===== src/reset_seq_cfg.svh =====
// Constants for the reset source sequencer: offsets, fields, mode codes and timing counts.
//
// What this block does
// - Brown-out mode from two-bit field: 11 on, 10 off in sleep, 01 software, 00 off.
// - Brown-out resets only when low supply persists beyond the filter time.
// - Always-on: start-up waits ready and supply good; sleep keeps protection, no wake delay.
// - Off-in-sleep: start-up waits ready and supply; sleep disables; wake waits ready.
// - Software mode: enable bit set means detector active, clear means disabled.
// - Software mode: start-up never waits on detector; sleep changes nothing.
// - Protection acts once the detector is ready; a status bit mirrors readiness.
// - Outside software mode the enable bit is read/write but has no effect.
// - Control register: enable at bit 7, set by power-on/brown-out, bits 6-1 read zero.
// - Control register bit 0 is read-only detector-ready status.
// - Pin reset disabled only when pin enable and low-voltage program bits are both 0.
// - Enabled pin held low keeps the device in reset.
// - Pin reset path filters out short pulses.
// - No reset source drives the reset pin low.
// - Pin disabled as reset: general input with software weak pull-up.
// - Watchdog timeout resets and updates the timeout and power-down flags.
// - Reset instruction resets the device and clears its flag to 0.
// - Stack overflow/underflow resets only if enabled; a flag records the cause.
// - Leaving programming mode behaves as a power-on reset.
// - Execution starts after startup timer, oscillator timer and pin release.
// - Timers run regardless of the pin; pin release then starts execution at once.
// - Startup timer gives 64 ms, starts after power-on/brown-out, enabled when bit clear.
`ifndef RESET_SEQ_CFG_SVH
`define RESET_SEQ_CFG_SVH

// ************************************************************
// Register map
// ************************************************************
`define ADDR_BROWNOUT_CONTROL 12'h000
`define ADDR_RESET_CAUSE      12'h004
`define ADDR_CONTROL          12'h008
`define ADDR_STATUS           12'h00C

// ************************************************************
// Field positions
// ************************************************************
`define BC_SW_EN_BIT   7
`define BC_READY_BIT   0
`define RC_OVF_BIT     7
`define RC_UNF_BIT     6
`define RC_PIN_BIT     3
`define RC_RI_BIT      2
`define RC_POR_BIT     1
`define RC_BOR_BIT     0
`define CTL_PULLUP_BIT 0
`define ST_TO_BIT      4
`define ST_PD_BIT      3
`define ST_RUN_BIT     0

// ************************************************************
// Mode codes
// ************************************************************
`define MODE_ON     2'h3
`define MODE_NSLEEP 2'h2
`define MODE_SW     2'h1

// ************************************************************
// Timing
// ************************************************************
`define CLK_HZ            100000000
`define STARTUP_TIME_MS   64
`define STARTUP_CYCLES    ((`CLK_HZ / 1000) * `STARTUP_TIME_MS)
`define BOR_FILTER_NS     1000
`define BOR_FILTER_CYCLES ((`BOR_FILTER_NS * (`CLK_HZ / 1000000)) / 1000)
`define PIN_FILTER_NS     200
`define PIN_FILTER_CYCLES ((`PIN_FILTER_NS * (`CLK_HZ / 1000000)) / 1000)
`define OST_CYCLES_DEF    1024

`endif


===== src/reset_seq_pkg.sv =====
// Types for the reset source sequencer.
package reset_seq_pkg;
  typedef logic [1:0] bor_mode_t;
  typedef enum logic [1:0] { SEQ_HOLD, SEQ_WAIT, SEQ_RUN } seq_state_t;
endpackage : reset_seq_pkg


===== src/reset_source_sequencer.sv =====
// Reset source sequencer: brown-out mode logic, pin reset filter, reset combining and start-up.
//
// The address map and the APB slave port were decided locally.
`timescale 1ns/1ps
`include "reset_seq_cfg.svh"

module reset_source_sequencer #(
  parameter int STARTUP_CYCLES = `STARTUP_CYCLES,
  parameter int OST_CYCLES     = `OST_CYCLES_DEF
) (
  input  wire logic                     clk,
  input  wire logic                     reset,
  input  wire reset_seq_pkg::bor_mode_t brownout_mode_sel,
  input  wire logic                     startup_delay_enable_n,
  input  wire logic                     ost_required,
  input  wire logic                     ext_reset_pin_enable,
  input  wire logic                     low_volt_program_enable,
  input  wire logic                     stack_reset_enable,
  input  wire logic                     sleep_mode,
  input  wire logic                     brownout_circuit_ready,
  input  wire logic                     supply_below_threshold,
  input  wire logic                     ext_reset_pin_in,
  input  wire logic                     watchdog_timeout,
  input  wire logic                     reset_instr,
  input  wire logic                     stack_overflow,
  input  wire logic                     stack_underflow,
  input  wire logic                     program_mode_exit,
  input  wire logic                     psel,
  input  wire logic                     penable,
  input  wire logic                     pwrite,
  input  wire logic [11:0]              paddr,
  input  wire logic [31:0]              pwdata,
  output logic [31:0]                   prdata,
  output logic                          pready,
  output logic                          pslverr,
  output logic                          brownout_enable,
  output logic                          brownout_ready,
  output logic                          ext_reset_pin_out,
  output logic                          ext_reset_pin_oe,
  output logic                          ext_reset_pin_pullup,
  output logic                          gpio_in,
  output logic                          core_reset
);
  import reset_seq_pkg::*;

  // ************************************************************
  // Brown-out detector mode
  // ************************************************************
  logic       sw_brownout_enable_q;
  logic       bor_active;
  logic       pin_enabled;
  logic       wait_bor;
  // Decide whether the detector runs for the current mode and sleep state.
  always_comb begin
    case (brownout_mode_sel)
      `MODE_ON:     bor_active = 1'b1;
      `MODE_NSLEEP: bor_active = !sleep_mode;
      `MODE_SW:     bor_active = sw_brownout_enable_q;
      default:      bor_active = 1'b0;
    endcase
  end
  // Modes that hold start-up or wake-up on detector readiness.
  assign wait_bor = (brownout_mode_sel == `MODE_ON) || (brownout_mode_sel == `MODE_NSLEEP);
  assign pin_enabled = ext_reset_pin_enable || low_volt_program_enable;

  // ************************************************************
  // Brown-out filter
  // ************************************************************
  logic [15:0] bor_cnt_q;
  logic        bor_event;
  // Count how long the supply stays low while the detector is ready and active.
  always_ff @(posedge clk or posedge reset) begin
    if (reset) begin
      bor_cnt_q <= 16'h0000;
    end else if (bor_active && brownout_circuit_ready && supply_below_threshold) begin
      if (bor_cnt_q <= 16'(`BOR_FILTER_CYCLES)) begin
        bor_cnt_q <= bor_cnt_q + 16'h0001;
      end
    end else begin
      bor_cnt_q <= 16'h0000;
    end
  end
  assign bor_event = (bor_cnt_q > 16'(`BOR_FILTER_CYCLES));

  // ************************************************************
  // Reset pin filter
  // ************************************************************
  logic [7:0] pin_cnt_q;
  logic       pin_low_q;
  // Accept a new pin level only after it holds for the filter time.
  always_ff @(posedge clk or posedge reset) begin
    if (reset) begin
      pin_cnt_q <= 8'h00;
      pin_low_q <= 1'b0;
    end else if ((!ext_reset_pin_in) == pin_low_q) begin
      pin_cnt_q <= 8'h00;
    end else if (pin_cnt_q >= 8'(`PIN_FILTER_CYCLES)) begin
      pin_cnt_q <= 8'h00;
      pin_low_q <= !ext_reset_pin_in;
    end else begin
      pin_cnt_q <= pin_cnt_q + 8'h01;
    end
  end

  // ************************************************************
  // Reset combining and release
  // ************************************************************
  logic por_like;
  logic warm_src;
  logic rst_req;
  logic rst_sync1_q;
  logic rst_sync2_q;
  assign por_like = bor_event || program_mode_exit;
  assign warm_src = watchdog_timeout || reset_instr
                    || (stack_reset_enable && (stack_overflow || stack_underflow));
  assign rst_req  = reset || por_like || warm_src;
  // Assert at once on any source, release two clock edges after the last one.
  always_ff @(posedge clk or posedge rst_req) begin
    if (rst_req) begin
      rst_sync1_q <= 1'b1;
      rst_sync2_q <= 1'b1;
    end else begin
      rst_sync1_q <= 1'b0;
      rst_sync2_q <= rst_sync1_q;
    end
  end

  // ************************************************************
  // Start-up sequencer
  // ************************************************************
  seq_state_t  state_q;
  logic [31:0] startup_delay_timer_cnt_q;
  logic [31:0] ost_cnt_q;
  logic        timers_done;
  logic        cold_q;
  logic        sleep_q;
  assign timers_done = (startup_delay_enable_n || (startup_delay_timer_cnt_q >= 32'(STARTUP_CYCLES)))
                       && (!ost_required || (ost_cnt_q >= 32'(OST_CYCLES)));
  // Remember whether the pending release follows a power-on or brown-out.
  always_ff @(posedge clk or posedge reset) begin
    if (reset) begin
      cold_q <= 1'b1;
    end else if (por_like) begin
      cold_q <= 1'b1;
    end else if (state_q == SEQ_RUN) begin
      cold_q <= 1'b0;
    end
  end
  // Run the timers after a cold release, independent of the pin.
  always_ff @(posedge clk or posedge reset) begin
    if (reset) begin
      startup_delay_timer_cnt_q <= 32'h00000000;
      ost_cnt_q  <= 32'h00000000;
    end else if (rst_sync2_q || por_like) begin
      startup_delay_timer_cnt_q <= 32'h00000000;
      ost_cnt_q  <= 32'h00000000;
    end else if (!cold_q) begin
      startup_delay_timer_cnt_q <= 32'(STARTUP_CYCLES);
      ost_cnt_q  <= 32'(OST_CYCLES);
    end else begin
      if (startup_delay_timer_cnt_q < 32'(STARTUP_CYCLES)) begin
        startup_delay_timer_cnt_q <= startup_delay_timer_cnt_q + 32'h00000001;
      end
      if (ost_cnt_q < 32'(OST_CYCLES)) begin
        ost_cnt_q <= ost_cnt_q + 32'h00000001;
      end
    end
  end
  // Track the sleep edge so an off-in-sleep wake waits on readiness.
  always_ff @(posedge clk or posedge reset) begin
    if (reset) begin
      sleep_q <= 1'b0;
    end else begin
      sleep_q <= sleep_mode;
    end
  end
  // Hold the core until every release condition is met.
  always_ff @(posedge clk or posedge reset) begin
    if (reset) begin
      state_q <= SEQ_HOLD;
    end else if (rst_sync2_q || (pin_enabled && pin_low_q)) begin
      state_q <= SEQ_HOLD;
    end else begin
      case (state_q)
        SEQ_HOLD: state_q <= SEQ_WAIT;
        SEQ_WAIT: begin
          if (timers_done && ((!cold_q && (brownout_circuit_ready || (brownout_mode_sel != `MODE_NSLEEP)))
              || !wait_bor || (brownout_circuit_ready && !supply_below_threshold))) begin
            state_q <= SEQ_RUN;
          end
        end
        SEQ_RUN: begin
          if (sleep_q && !sleep_mode && (brownout_mode_sel == `MODE_NSLEEP)
              && !brownout_circuit_ready) begin
            state_q <= SEQ_WAIT;
          end
        end
        default: state_q <= SEQ_HOLD;
      endcase
    end
  end

  // ************************************************************
  // Reset cause flags
  // ************************************************************
  logic       ovf_q;
  logic       unf_q;
  logic       pin_flag_q;
  logic       ri_q;
  logic       por_n_q;
  logic       bor_n_q;
  logic       to_q;
  logic       pd_q;
  logic       wr_en;
  logic       wr_cause;
  logic       wr_bc;
  assign wr_en    = psel && penable && pwrite;
  assign wr_cause = wr_en && (paddr == `ADDR_RESET_CAUSE);
  assign wr_bc    = wr_en && (paddr == `ADDR_BROWNOUT_CONTROL);
  // Hardware events win over a software write in the same cycle.
  always_ff @(posedge clk or posedge reset) begin
    if (reset) begin
      ovf_q      <= 1'b0;
      unf_q      <= 1'b0;
      pin_flag_q <= 1'b1;
      ri_q       <= 1'b1;
      por_n_q    <= 1'b0;
      bor_n_q    <= 1'b0;
      to_q       <= 1'b1;
      pd_q       <= 1'b1;
    end else begin
      if (wr_cause) begin
        ovf_q      <= pwdata[`RC_OVF_BIT];
        unf_q      <= pwdata[`RC_UNF_BIT];
        pin_flag_q <= pwdata[`RC_PIN_BIT];
        ri_q       <= pwdata[`RC_RI_BIT];
        por_n_q    <= pwdata[`RC_POR_BIT];
        bor_n_q    <= pwdata[`RC_BOR_BIT];
      end
      if (stack_reset_enable && stack_overflow) begin
        ovf_q <= 1'b1;
      end
      if (stack_reset_enable && stack_underflow) begin
        unf_q <= 1'b1;
      end
      if (pin_enabled && pin_low_q) begin
        pin_flag_q <= 1'b0;
      end
      if (reset_instr) begin
        ri_q <= 1'b0;
      end
      if (watchdog_timeout) begin
        to_q <= 1'b0;
        pd_q <= !sleep_mode;
      end else if (sleep_mode) begin
        pd_q <= 1'b0;
      end
      if (program_mode_exit) begin
        ovf_q <= 1'b0;
        unf_q <= 1'b0;
        pin_flag_q <= 1'b1;
        ri_q <= 1'b1;
        por_n_q <= 1'b0;
        bor_n_q <= 1'b0;
        to_q <= 1'b1;
        pd_q <= 1'b1;
      end else if (bor_event) begin
        ovf_q <= 1'b0;
        unf_q <= 1'b0;
        pin_flag_q <= 1'b1;
        ri_q <= 1'b1;
        bor_n_q <= 1'b0;
        to_q <= 1'b1;
        pd_q <= 1'b1;
      end
    end
  end

  // ************************************************************
  // Software registers
  // ************************************************************
  logic pullup_q;
  // Enable bit is set by power-on or brown-out, kept on other resets.
  always_ff @(posedge clk or posedge reset) begin
    if (reset) begin
      sw_brownout_enable_q <= 1'b1;
      pullup_q             <= 1'b0;
    end else begin
      if (por_like) begin
        sw_brownout_enable_q <= 1'b1;
      end else if (wr_bc) begin
        sw_brownout_enable_q <= pwdata[`BC_SW_EN_BIT];
      end
      if (wr_en && (paddr == `ADDR_CONTROL)) begin
        pullup_q <= pwdata[`CTL_PULLUP_BIT];
      end
    end
  end

  // ************************************************************
  // APB slave, one wait-free access phase
  // ************************************************************
  logic [31:0] rdata;
  logic        mapped;
  // Decode read data; unmapped addresses read zero and answer an error.
  always_comb begin
    rdata  = 32'h00000000;
    mapped = 1'b1;
    case (paddr)
      `ADDR_BROWNOUT_CONTROL: begin
        rdata[`BC_SW_EN_BIT] = sw_brownout_enable_q;
        rdata[`BC_READY_BIT] = brownout_ready;
      end
      `ADDR_RESET_CAUSE: begin
        rdata[`RC_OVF_BIT] = ovf_q;
        rdata[`RC_UNF_BIT] = unf_q;
        rdata[`RC_PIN_BIT] = pin_flag_q;
        rdata[`RC_RI_BIT]  = ri_q;
        rdata[`RC_POR_BIT] = por_n_q;
        rdata[`RC_BOR_BIT] = bor_n_q;
      end
      `ADDR_CONTROL: rdata[`CTL_PULLUP_BIT] = pullup_q;
      `ADDR_STATUS: begin
        rdata[`ST_TO_BIT]  = to_q;
        rdata[`ST_PD_BIT]  = pd_q;
        rdata[`ST_RUN_BIT] = (state_q == SEQ_RUN);
      end
      default: mapped = 1'b0;
    endcase
  end
  // Answer in the first access cycle.
  always_ff @(posedge clk or posedge reset) begin
    if (reset) begin
      pready  <= 1'b0;
      pslverr <= 1'b0;
      prdata  <= 32'h00000000;
    end else begin
      pready  <= psel && !penable;
      pslverr <= psel && !penable && !mapped;
      prdata  <= (psel && !penable && !pwrite) ? rdata : 32'h00000000;
    end
  end

  // ************************************************************
  // Registered outputs
  // ************************************************************
  always_ff @(posedge clk or posedge reset) begin
    if (reset) begin
      brownout_enable      <= 1'b0;
      brownout_ready       <= 1'b0;
      ext_reset_pin_out    <= 1'b0;
      ext_reset_pin_oe     <= 1'b0;
      ext_reset_pin_pullup <= 1'b1;
      gpio_in              <= 1'b0;
      core_reset           <= 1'b1;
    end else begin
      brownout_enable      <= bor_active;
      brownout_ready       <= bor_active && brownout_circuit_ready;
      ext_reset_pin_out    <= 1'b0;
      ext_reset_pin_oe     <= 1'b0;
      ext_reset_pin_pullup <= pin_enabled ? 1'b1 : pullup_q;
      gpio_in              <= pin_enabled ? 1'b0 : ext_reset_pin_in;
      core_reset           <= (state_q != SEQ_RUN);
    end
  end
endmodule : reset_source_sequencer


===== config.mk =====
export PLATFORM = sky130hd
export DESIGN_NAME = reset_source_sequencer
export DESIGN_NICKNAME = d
export VERILOG_FILES = /design/src/reset_seq_pkg.sv /design/src/reset_source_sequencer.sv
export VERILOG_INCLUDE_DIRS = /design/src
export SDC_FILE = /design/constraint.sdc
export NUM_CORES = 1
export LEC_CHECK = 0
export BUFFER_PORTS_ARGS = -buffer_cell sky130_fd_sc_hd__buf_2
export CORE_AREA = 2 2 83 145
export CTS_BUF_LIST = sky130_fd_sc_hd__clkbuf_8
export DETAILED_ROUTE_END_ITERATION = 10
export DIE_AREA = 0 0 85 147
export GPL_TIMING_DRIVEN = 0
export HOLD_SLACK_MARGIN = 0.1
export PLACE_DENSITY_LB_ADDON = 0.3
export SLEW_MARGIN = 5
export SYNTH_ARGS = -nofsm -noshare
export SYNTH_HDL_FRONTEND = slang
export SYNTH_SLANG_ARGS = --single-unit
export TNS_END_PERCENT = 100

===== constraint.sdc =====
create_clock -name clk -period 3.6 [get_ports clk]
set_input_delay 0.18 -clock clk [delete_from_list [all_inputs] [get_ports clk]]
set_output_delay 0.18 -clock clk [all_outputs]
set_load 0.02 [all_outputs]

Yosys cells after proc, flatten, opt, wreduce, memory -nomap -nowiden

Index checks and enable logic that the tools add are counted.

Memory bits (writable): 0
Logic and storage cells: 174
Memories: 0
Latch bits: 0
Output and inout port bits: 41
Register bits: 120
Bits in read-only memories: 0
Bits of input ports: 65

Bitwise gates (word level): 1
Reductions and logical operators: 61
Add/sub/neg operators: 4
Multiplexer cells: 57
$lt $le $gt $ge: 7
Multipliers: 0
Divide/modulo/power cells: 0
Equal/unequal tests: 16
Shift operators: 0

Operators with widths:

| operator                                                                          | count |
|---|---|
| 32-bit two-way mux                                                                | 6 |
| 32-bit by 1-bit adder with 32-bit output, second input constant                   | 2 |
| 1-bit two-way mux                                                                 | 37 |
| 32-bit by 11-bit >= comparator with 1-bit output, second input constant           | 1 |
| 32-bit by 23-bit >= comparator with 1-bit output, second input constant           | 1 |
| 32-bit by 11-bit less-than comparator with 1-bit output, second input constant    | 1 |
| 32-bit by 23-bit less-than comparator with 1-bit output, second input constant    | 1 |
| 16-bit two-way mux                                                                | 2 |
| 12-bit by 4-bit equality test with 1-bit output, second input constant            | 2 |
| 8-bit two-way mux                                                                 | 3 |
| 1-bit logical AND                                                                 | 21 |
| 4-bit nonzero test                                                                | 5 |
| 16-bit by 1-bit adder with 16-bit output, second input constant                   | 1 |
| 16-bit by 7-bit > comparator with 1-bit output, second input constant             | 1 |
| 16-bit by 7-bit less-or-equal comparator with 1-bit output, second input constant | 1 |
| 1-bit logical OR                                                                  | 15 |
| 12-bit by 3-bit equality test with 1-bit output, second input constant            | 1 |
| 12-bit zero test                                                                  | 1 |
| 1-bit zero test                                                                   | 10 |
| 8-bit by 1-bit adder with 8-bit output, second input constant                     | 1 |
| 8-bit by 5-bit >= comparator with 1-bit output, second input constant             | 1 |
| 2-bit two-way mux                                                                 | 4 |
| 2-bit equality test, second input constant                                        | 3 |
| 3-bit by 1-bit inequality test with 1-bit output, second input constant           | 2 |
| 15 further kinds                                                                  | 23 |

Depth between registers and ports, before layout

Word-level depth: 9
Gate-level depth with buffers: 10
Mapped depth without buffers: 7

Worst setup path before layout

No wires, ideal clock.

Path kind: register -> register
From: register bor_cnt_q[0]
To: register ost_cnt_q[8]
Stages on the path, launching flop included: 11
Library setup time: 0.073 ns
Buffers on the path: 3
Required time: 3.527 ns
Setup slack: 1.179 ns
Data arrival time: 2.348 ns
Period minus slack after synthesis: 2.421 ns
Cell sequence: dfrtp_1 inv_1 ha_1 nor2b_4 o311a_4 or4_4 buf_6 or3_1 buf_6 buf_12 a21oi_2

Cells in the longest elaborated chain, start to end: 4
Elaborated cells on any way between the ends: 5
Those cells by class: 1 x order compare; 1 x eq/ne; 1 x mux; 2 x reduce/logical

Ends and longest elaborated chain:

| element                                                                                                 | RTL line                      | text |
|---|---|---|
| from (decl)                                                                                             | reset_source_sequencer.sv:69  | `logic [15:0] bor_cnt_q;` |
| from (signal assigned)                                                                                  | reset_source_sequencer.sv:77  | `bor_cnt_q <= bor_cnt_q + 16'h0001;` |
| 16-bit by 7-bit > comparator with 1-bit output (*)                                                      | reset_source_sequencer.sv:83  | `` assign bor_event = (bor_cnt_q > 16'(`BOR_FILTER_CYCLES)); `` |
| 1-bit logical OR (*)                                                                                    | reset_source_sequencer.sv:113 | `assign por_like = bor_event \|\| program_mode_exit;` |
| 1-bit logical OR (*)                                                                                    | reset_source_sequencer.sv:154 | `end else if (rst_sync2_q \|\| por_like) begin` |
| 3-bit by 1-bit inequality test with 1-bit output (no source line) or 32-bit two-way mux (tied branches) | --                            |  |
| to (signal assigned)                                                                                    | reset_source_sequencer.sv:159 | `ost_cnt_q <= 32'(OST_CYCLES);` |
| to (signal assigned)                                                                                    | reset_source_sequencer.sv:165 | `ost_cnt_q <= ost_cnt_q + 32'h00000001;` |
| to (decl)                                                                                               | reset_source_sequencer.sv:133 | `logic [31:0] ost_cnt_q;` |

Every way passes the cells marked *; elsewhere a longest branch is shown, timed or not.
A chain may end at the register's enable or synchronous reset.

Final worst setup path

From: register bor_cnt_q[0]
To: register ri_q

Cells in the longest elaborated chain, start to end: 3
Elaborated cells on any way between the ends: 4
Those cells by class: 1 x order compare; 2 x mux; 1 x reduce/logical

Ends and longest elaborated chain:

| element                                            | RTL line                      | text |
|---|---|---|
| 16-bit by 7-bit > comparator with 1-bit output (*) | reset_source_sequencer.sv:83  |  |
| 1-bit two-way mux                                  | reset_source_sequencer.sv:267 | `end else if (bor_event) begin` |
| 1-bit two-way mux                                  | reset_source_sequencer.sv:258 | `if (program_mode_exit) begin` |
| to (signal assigned)                               | reset_source_sequencer.sv:236 | `` ri_q <= pwdata[`RC_RI_BIT]; `` |
| to (decl)                                          | reset_source_sequencer.sv:209 | `logic ri_q;` |

Marked as above.

==> flow_summary.toml <==
[clock_network]
hold_buffers = 31
root_buffer = "clkbuf_8"
post_cts.repair.setup_buffers = 0
cts_max_path_buffers = 2
clkTransAtPathRegs_ns = 0.08
cts_made_buffers = 17
clkLatencyLatePin_ns = 0.43
post_cts_resized = 0
clock-sinks = 119
cts_tree = "done"
cts_max_level = 4

[critical_path]
cp-end-kind = "register"
path_cells = "inv_1 -> ha_1 -> nor2b_4 -> o311a_4 -> nor4_1 -> o21ai_0 -> dlygate4sd3_1"
crit_required_ns = 3.95
start_kind = "register"
cpMaxStageDelayCell = "nor4_1"
arrival_ns = 3.39
worstPathMaxFanout = 8
cpPeakStageDelay_ns = 0.97
crit_type = "register to register"

[global_route]
grt_max_degree = 92
antenna_found_initial = 0
globalRoute.totalOverflow = 0
grt_pass1_vias = 4362
track_usage_pct = 20.6
grt_pass1_wl_um = 20500

[routing]
drt_iter0_markers = 216
wire_per_inst_um = 14.8
dr.pass1.iters = 5
totalWireLength_um = 12000
drc = 0
antenna_left = 0
vias = 4360
via_per_inst = 5.37

[logic_synthesis]
synthesis.area_um2 = 5600
ys_async_sr_fraction_pct = 100
ys_warn_count = 0
syn_avg_cell_area_um2 = 10.5
synth_compound_area_share_pct = 8.99
synth_cells = 532
synth_xor_area_share_pct = 2.19
ys_seq_area_share_pct = 53.4
synth_edf_count = 0
synth_fa_ha_area_share_pct = 1.79
synthMuxAreaShare_pct = 2.39
synth_top_family_by_area = "simple AND/OR/NAND/NOR gates"
ys.flop_type = "dfrtp_1"
netlist-cell-type-count = 51
ys_seq_elements = 119
synth_simple_gate_area_share_pct = 23.6

[cells_and_area]
postLayoutCoreUtil_pct = 61.1
final_cells = 812
area_delta_synth_final_pct = 24.4
fillCellCount = 904
insertedDiodeCount = 0
finalNetCount = 737
layout-drive-gt1-share_pct = 22.0

[sta]
final.period_utilization_pct = 84.3
final-hold-violation-count = 0
timing.slew.headroom_pct = 21.4
max_freq_mhz = 330
fin_tns_setup_ns = 0
tightest_slew_ns = 1.17
fin_worst_skew_ns = 0.00937
period_needed_ns = 3.03
slew_viol_final = 0
whs_ns = 0.126
rsz0062_at_grt = "no"
setup_violations = 0

[floorplanning]
design.core.area_um2 = 11400
row_count = 52
dieArea_um2 = 12500
die_height_um = 147
die_w_um = 85
pin_count = 106
initial_core_util_pct = 49.1

[job]
maxCapViolCount = 0

[power]
leakagePower_nw = 3.19
internal_power_mw = 2.35
p_comb_share_pct = 7.0
p_sw_share_pct = 22.9
seqPwrFrac_pct = 45.0
p_sw_mw = 0.696
clkPwrFrac_pct = 48.0
ir_worst_vdd_uv = 374
powerDensity_nw_per_um2 = 437

[placed_design]
io_buffers = 51
dp.cells = 749
gp_congestion = 0.913
dp_hpwl_um = 8450

[status]
status = "finished, final reports clean"

[hold_path]
min_path_type = "input port to register"
[layout make-up]
cell class | instances | area, um2 | area share, %
plain buffers | 46 | 317 | 4.55
repair buffers | 83 | 593 | 8.52
multi-input cells | 369 | 2300 | 33.0
clock inverters | 15 | 250 | 3.60
well taps | 135 | 169 | 2.43
clock buffers | 17 | 234 | 3.36
inverters | 28 | 110 | 1.58
flip-flops and latches | 119 | 2990 | 43.0
[registers in the layout, summed over array words and instances (netlist names), 2 cells and up]
register	cells
bor_cnt_q	16
ost_cnt_q	32
pin_cnt_q	8
prdata	7
startup_delay_timer_cnt_q	32
state_q	2
[kinds of logic after synthesis]
| group | count (synthesis) |
|---|---|
| other | 1 |
| adder cells (fa/ha/maj) | 8 |
| flip-flops | 119 |
| AO/OA/AOI/OAI | 79 |
| XOR/XNOR | 14 |
| AND/OR/NAND/NOR | 225 |
| buffers and inverters | 74 |
| multiplexers | 12 |
[power groups by stage]
stage / Combinational [mW] / Sequential [mW] / Clock, mW
finish: 0.213 / 1.37 / 1.46
global placement: 0.178 / 1.39 / 0
CTS: 0.214 / 1.37 / 1.49
global route: 0.234 / 1.37 / 1.55
floorplan: 0.126 / 1.40 / 0
detailed placement: 0.187 / 1.39 / 0
[worst max-delay path, delay by kind of cell, from the launching register on]
kind / cells / cell delay, ns
adder cells (fa/ha/maj): 1 / 0.19
flip-flops: 1 / 0.41
buffers and inverters: 2 / 0.75
AND/OR/NAND/NOR: 2 / 1.02
AO/OA/AOI/OAI: 2 / 0.58
[cell usage after synthesis (3+ instances only)]
cell | count | share of area, %
dfrtp_1 | 109 | 49
and2_1 | 48 | 5.4
nor2_1 | 29 | 1.9
inv_1 | 28 | 1.9
buf_4 | 27 | 3.6
a21oi_1 | 26 | 2.3
nand2_1 | 23 | 1.5
nand3_1 | 22 | 2.0
or4_1 | 18 | 2.4
o21ai_0 | 17 | 1.5
o31ai_1 | 16 | 2.1
nor3_1 | 15 | 1.3
clkbuf_1 | 14 | 0.94
nor4_1 | 13 | 1.5
nand4_1 | 12 | 1.3
xnor2_1 | 12 | 1.9
dfstp_2 | 10 | 4.7
mux2i_1 | 10 | 1.8
or3_1 | 10 | 1.1
a31oi_1 | 8 | 0.89
ha_1 | 8 | 1.8
and3_1 | 7 | 0.78
nor2_4 | 7 | 1.4
nand2b_1 | 5 | 0.56
or2_2 | 5 | 0.56
and4_1 | 4 | 0.63
a21oi_2 | 3 | 0.47
[routing by layer]
metal  wire (um)  global-route usage [%]  vias up
met3         545                    4.33       37
met5           0                       0        -
met4         461                    11.0        0
met1        4480                    23.6     2119
met2        6520                    35.4      133
li1            -                       -     2071
[through the flow]
| stage | total power [mW] | cell area [um2] | setup slack (ns) |
|---|---|---|---|
| after detailed placement | 1.58 | 6160 | 0.785 |
| after floorplan | 1.52 | 5710 | 0.332 |
| after global placement | 1.57 | 6130 | -0.850 |
| final | 3.04 | 6960 | 0.565 |
| after global routing | 3.15 | 6960 | 0.287 |
| after CTS | 3.07 | 6960 | 0.571 |
[placed cells by master (no fill, tap or decap), types with 14 or more instances in the layout]
master,instances
dfrtp_1,109
buf_2,51
and2_1,48
conb_1,31
dlygate4sd3_1,31
nor2_1,29
inv_1,27
buf_4,27
a21oi_1,26
nand2_1,23
nand3_1,22
or4_1,18
o21ai_0,17
clkbuf_8,17
o31ai_1,16
nor3_1,15
clkbuf_1,14
[worst paths after layout]
check	slack (ns)	endpoint	from	depth (start not counted)
min in group asynchronous	0.26	unf_q$_DFFE_PP0P_	reset	3
hold / removal	0.13	brownout_enable$_DFF_PP0_	brownout_mode_sel[1]	3
hold reg to reg	0.36	rst_sync2_q$_DFF_PP1_	rst_sync1_q$_DFF_PP1_	0
setup / recovery	0.57	ri_q$_DFFE_PP1P_	bor_cnt_q[0]$_DFFE_PP0P_	7
setup reg to reg	0.57	ri_q$_DFFE_PP1P_	bor_cnt_q[0]$_DFFE_PP0P_	7
max in group asynchronous	1.28	rst_sync1_q$_DFF_PP1_	bor_cnt_q[0]$_DFFE_PP0P_	6
Note: power is estimated with default switching activity, not from simulation.
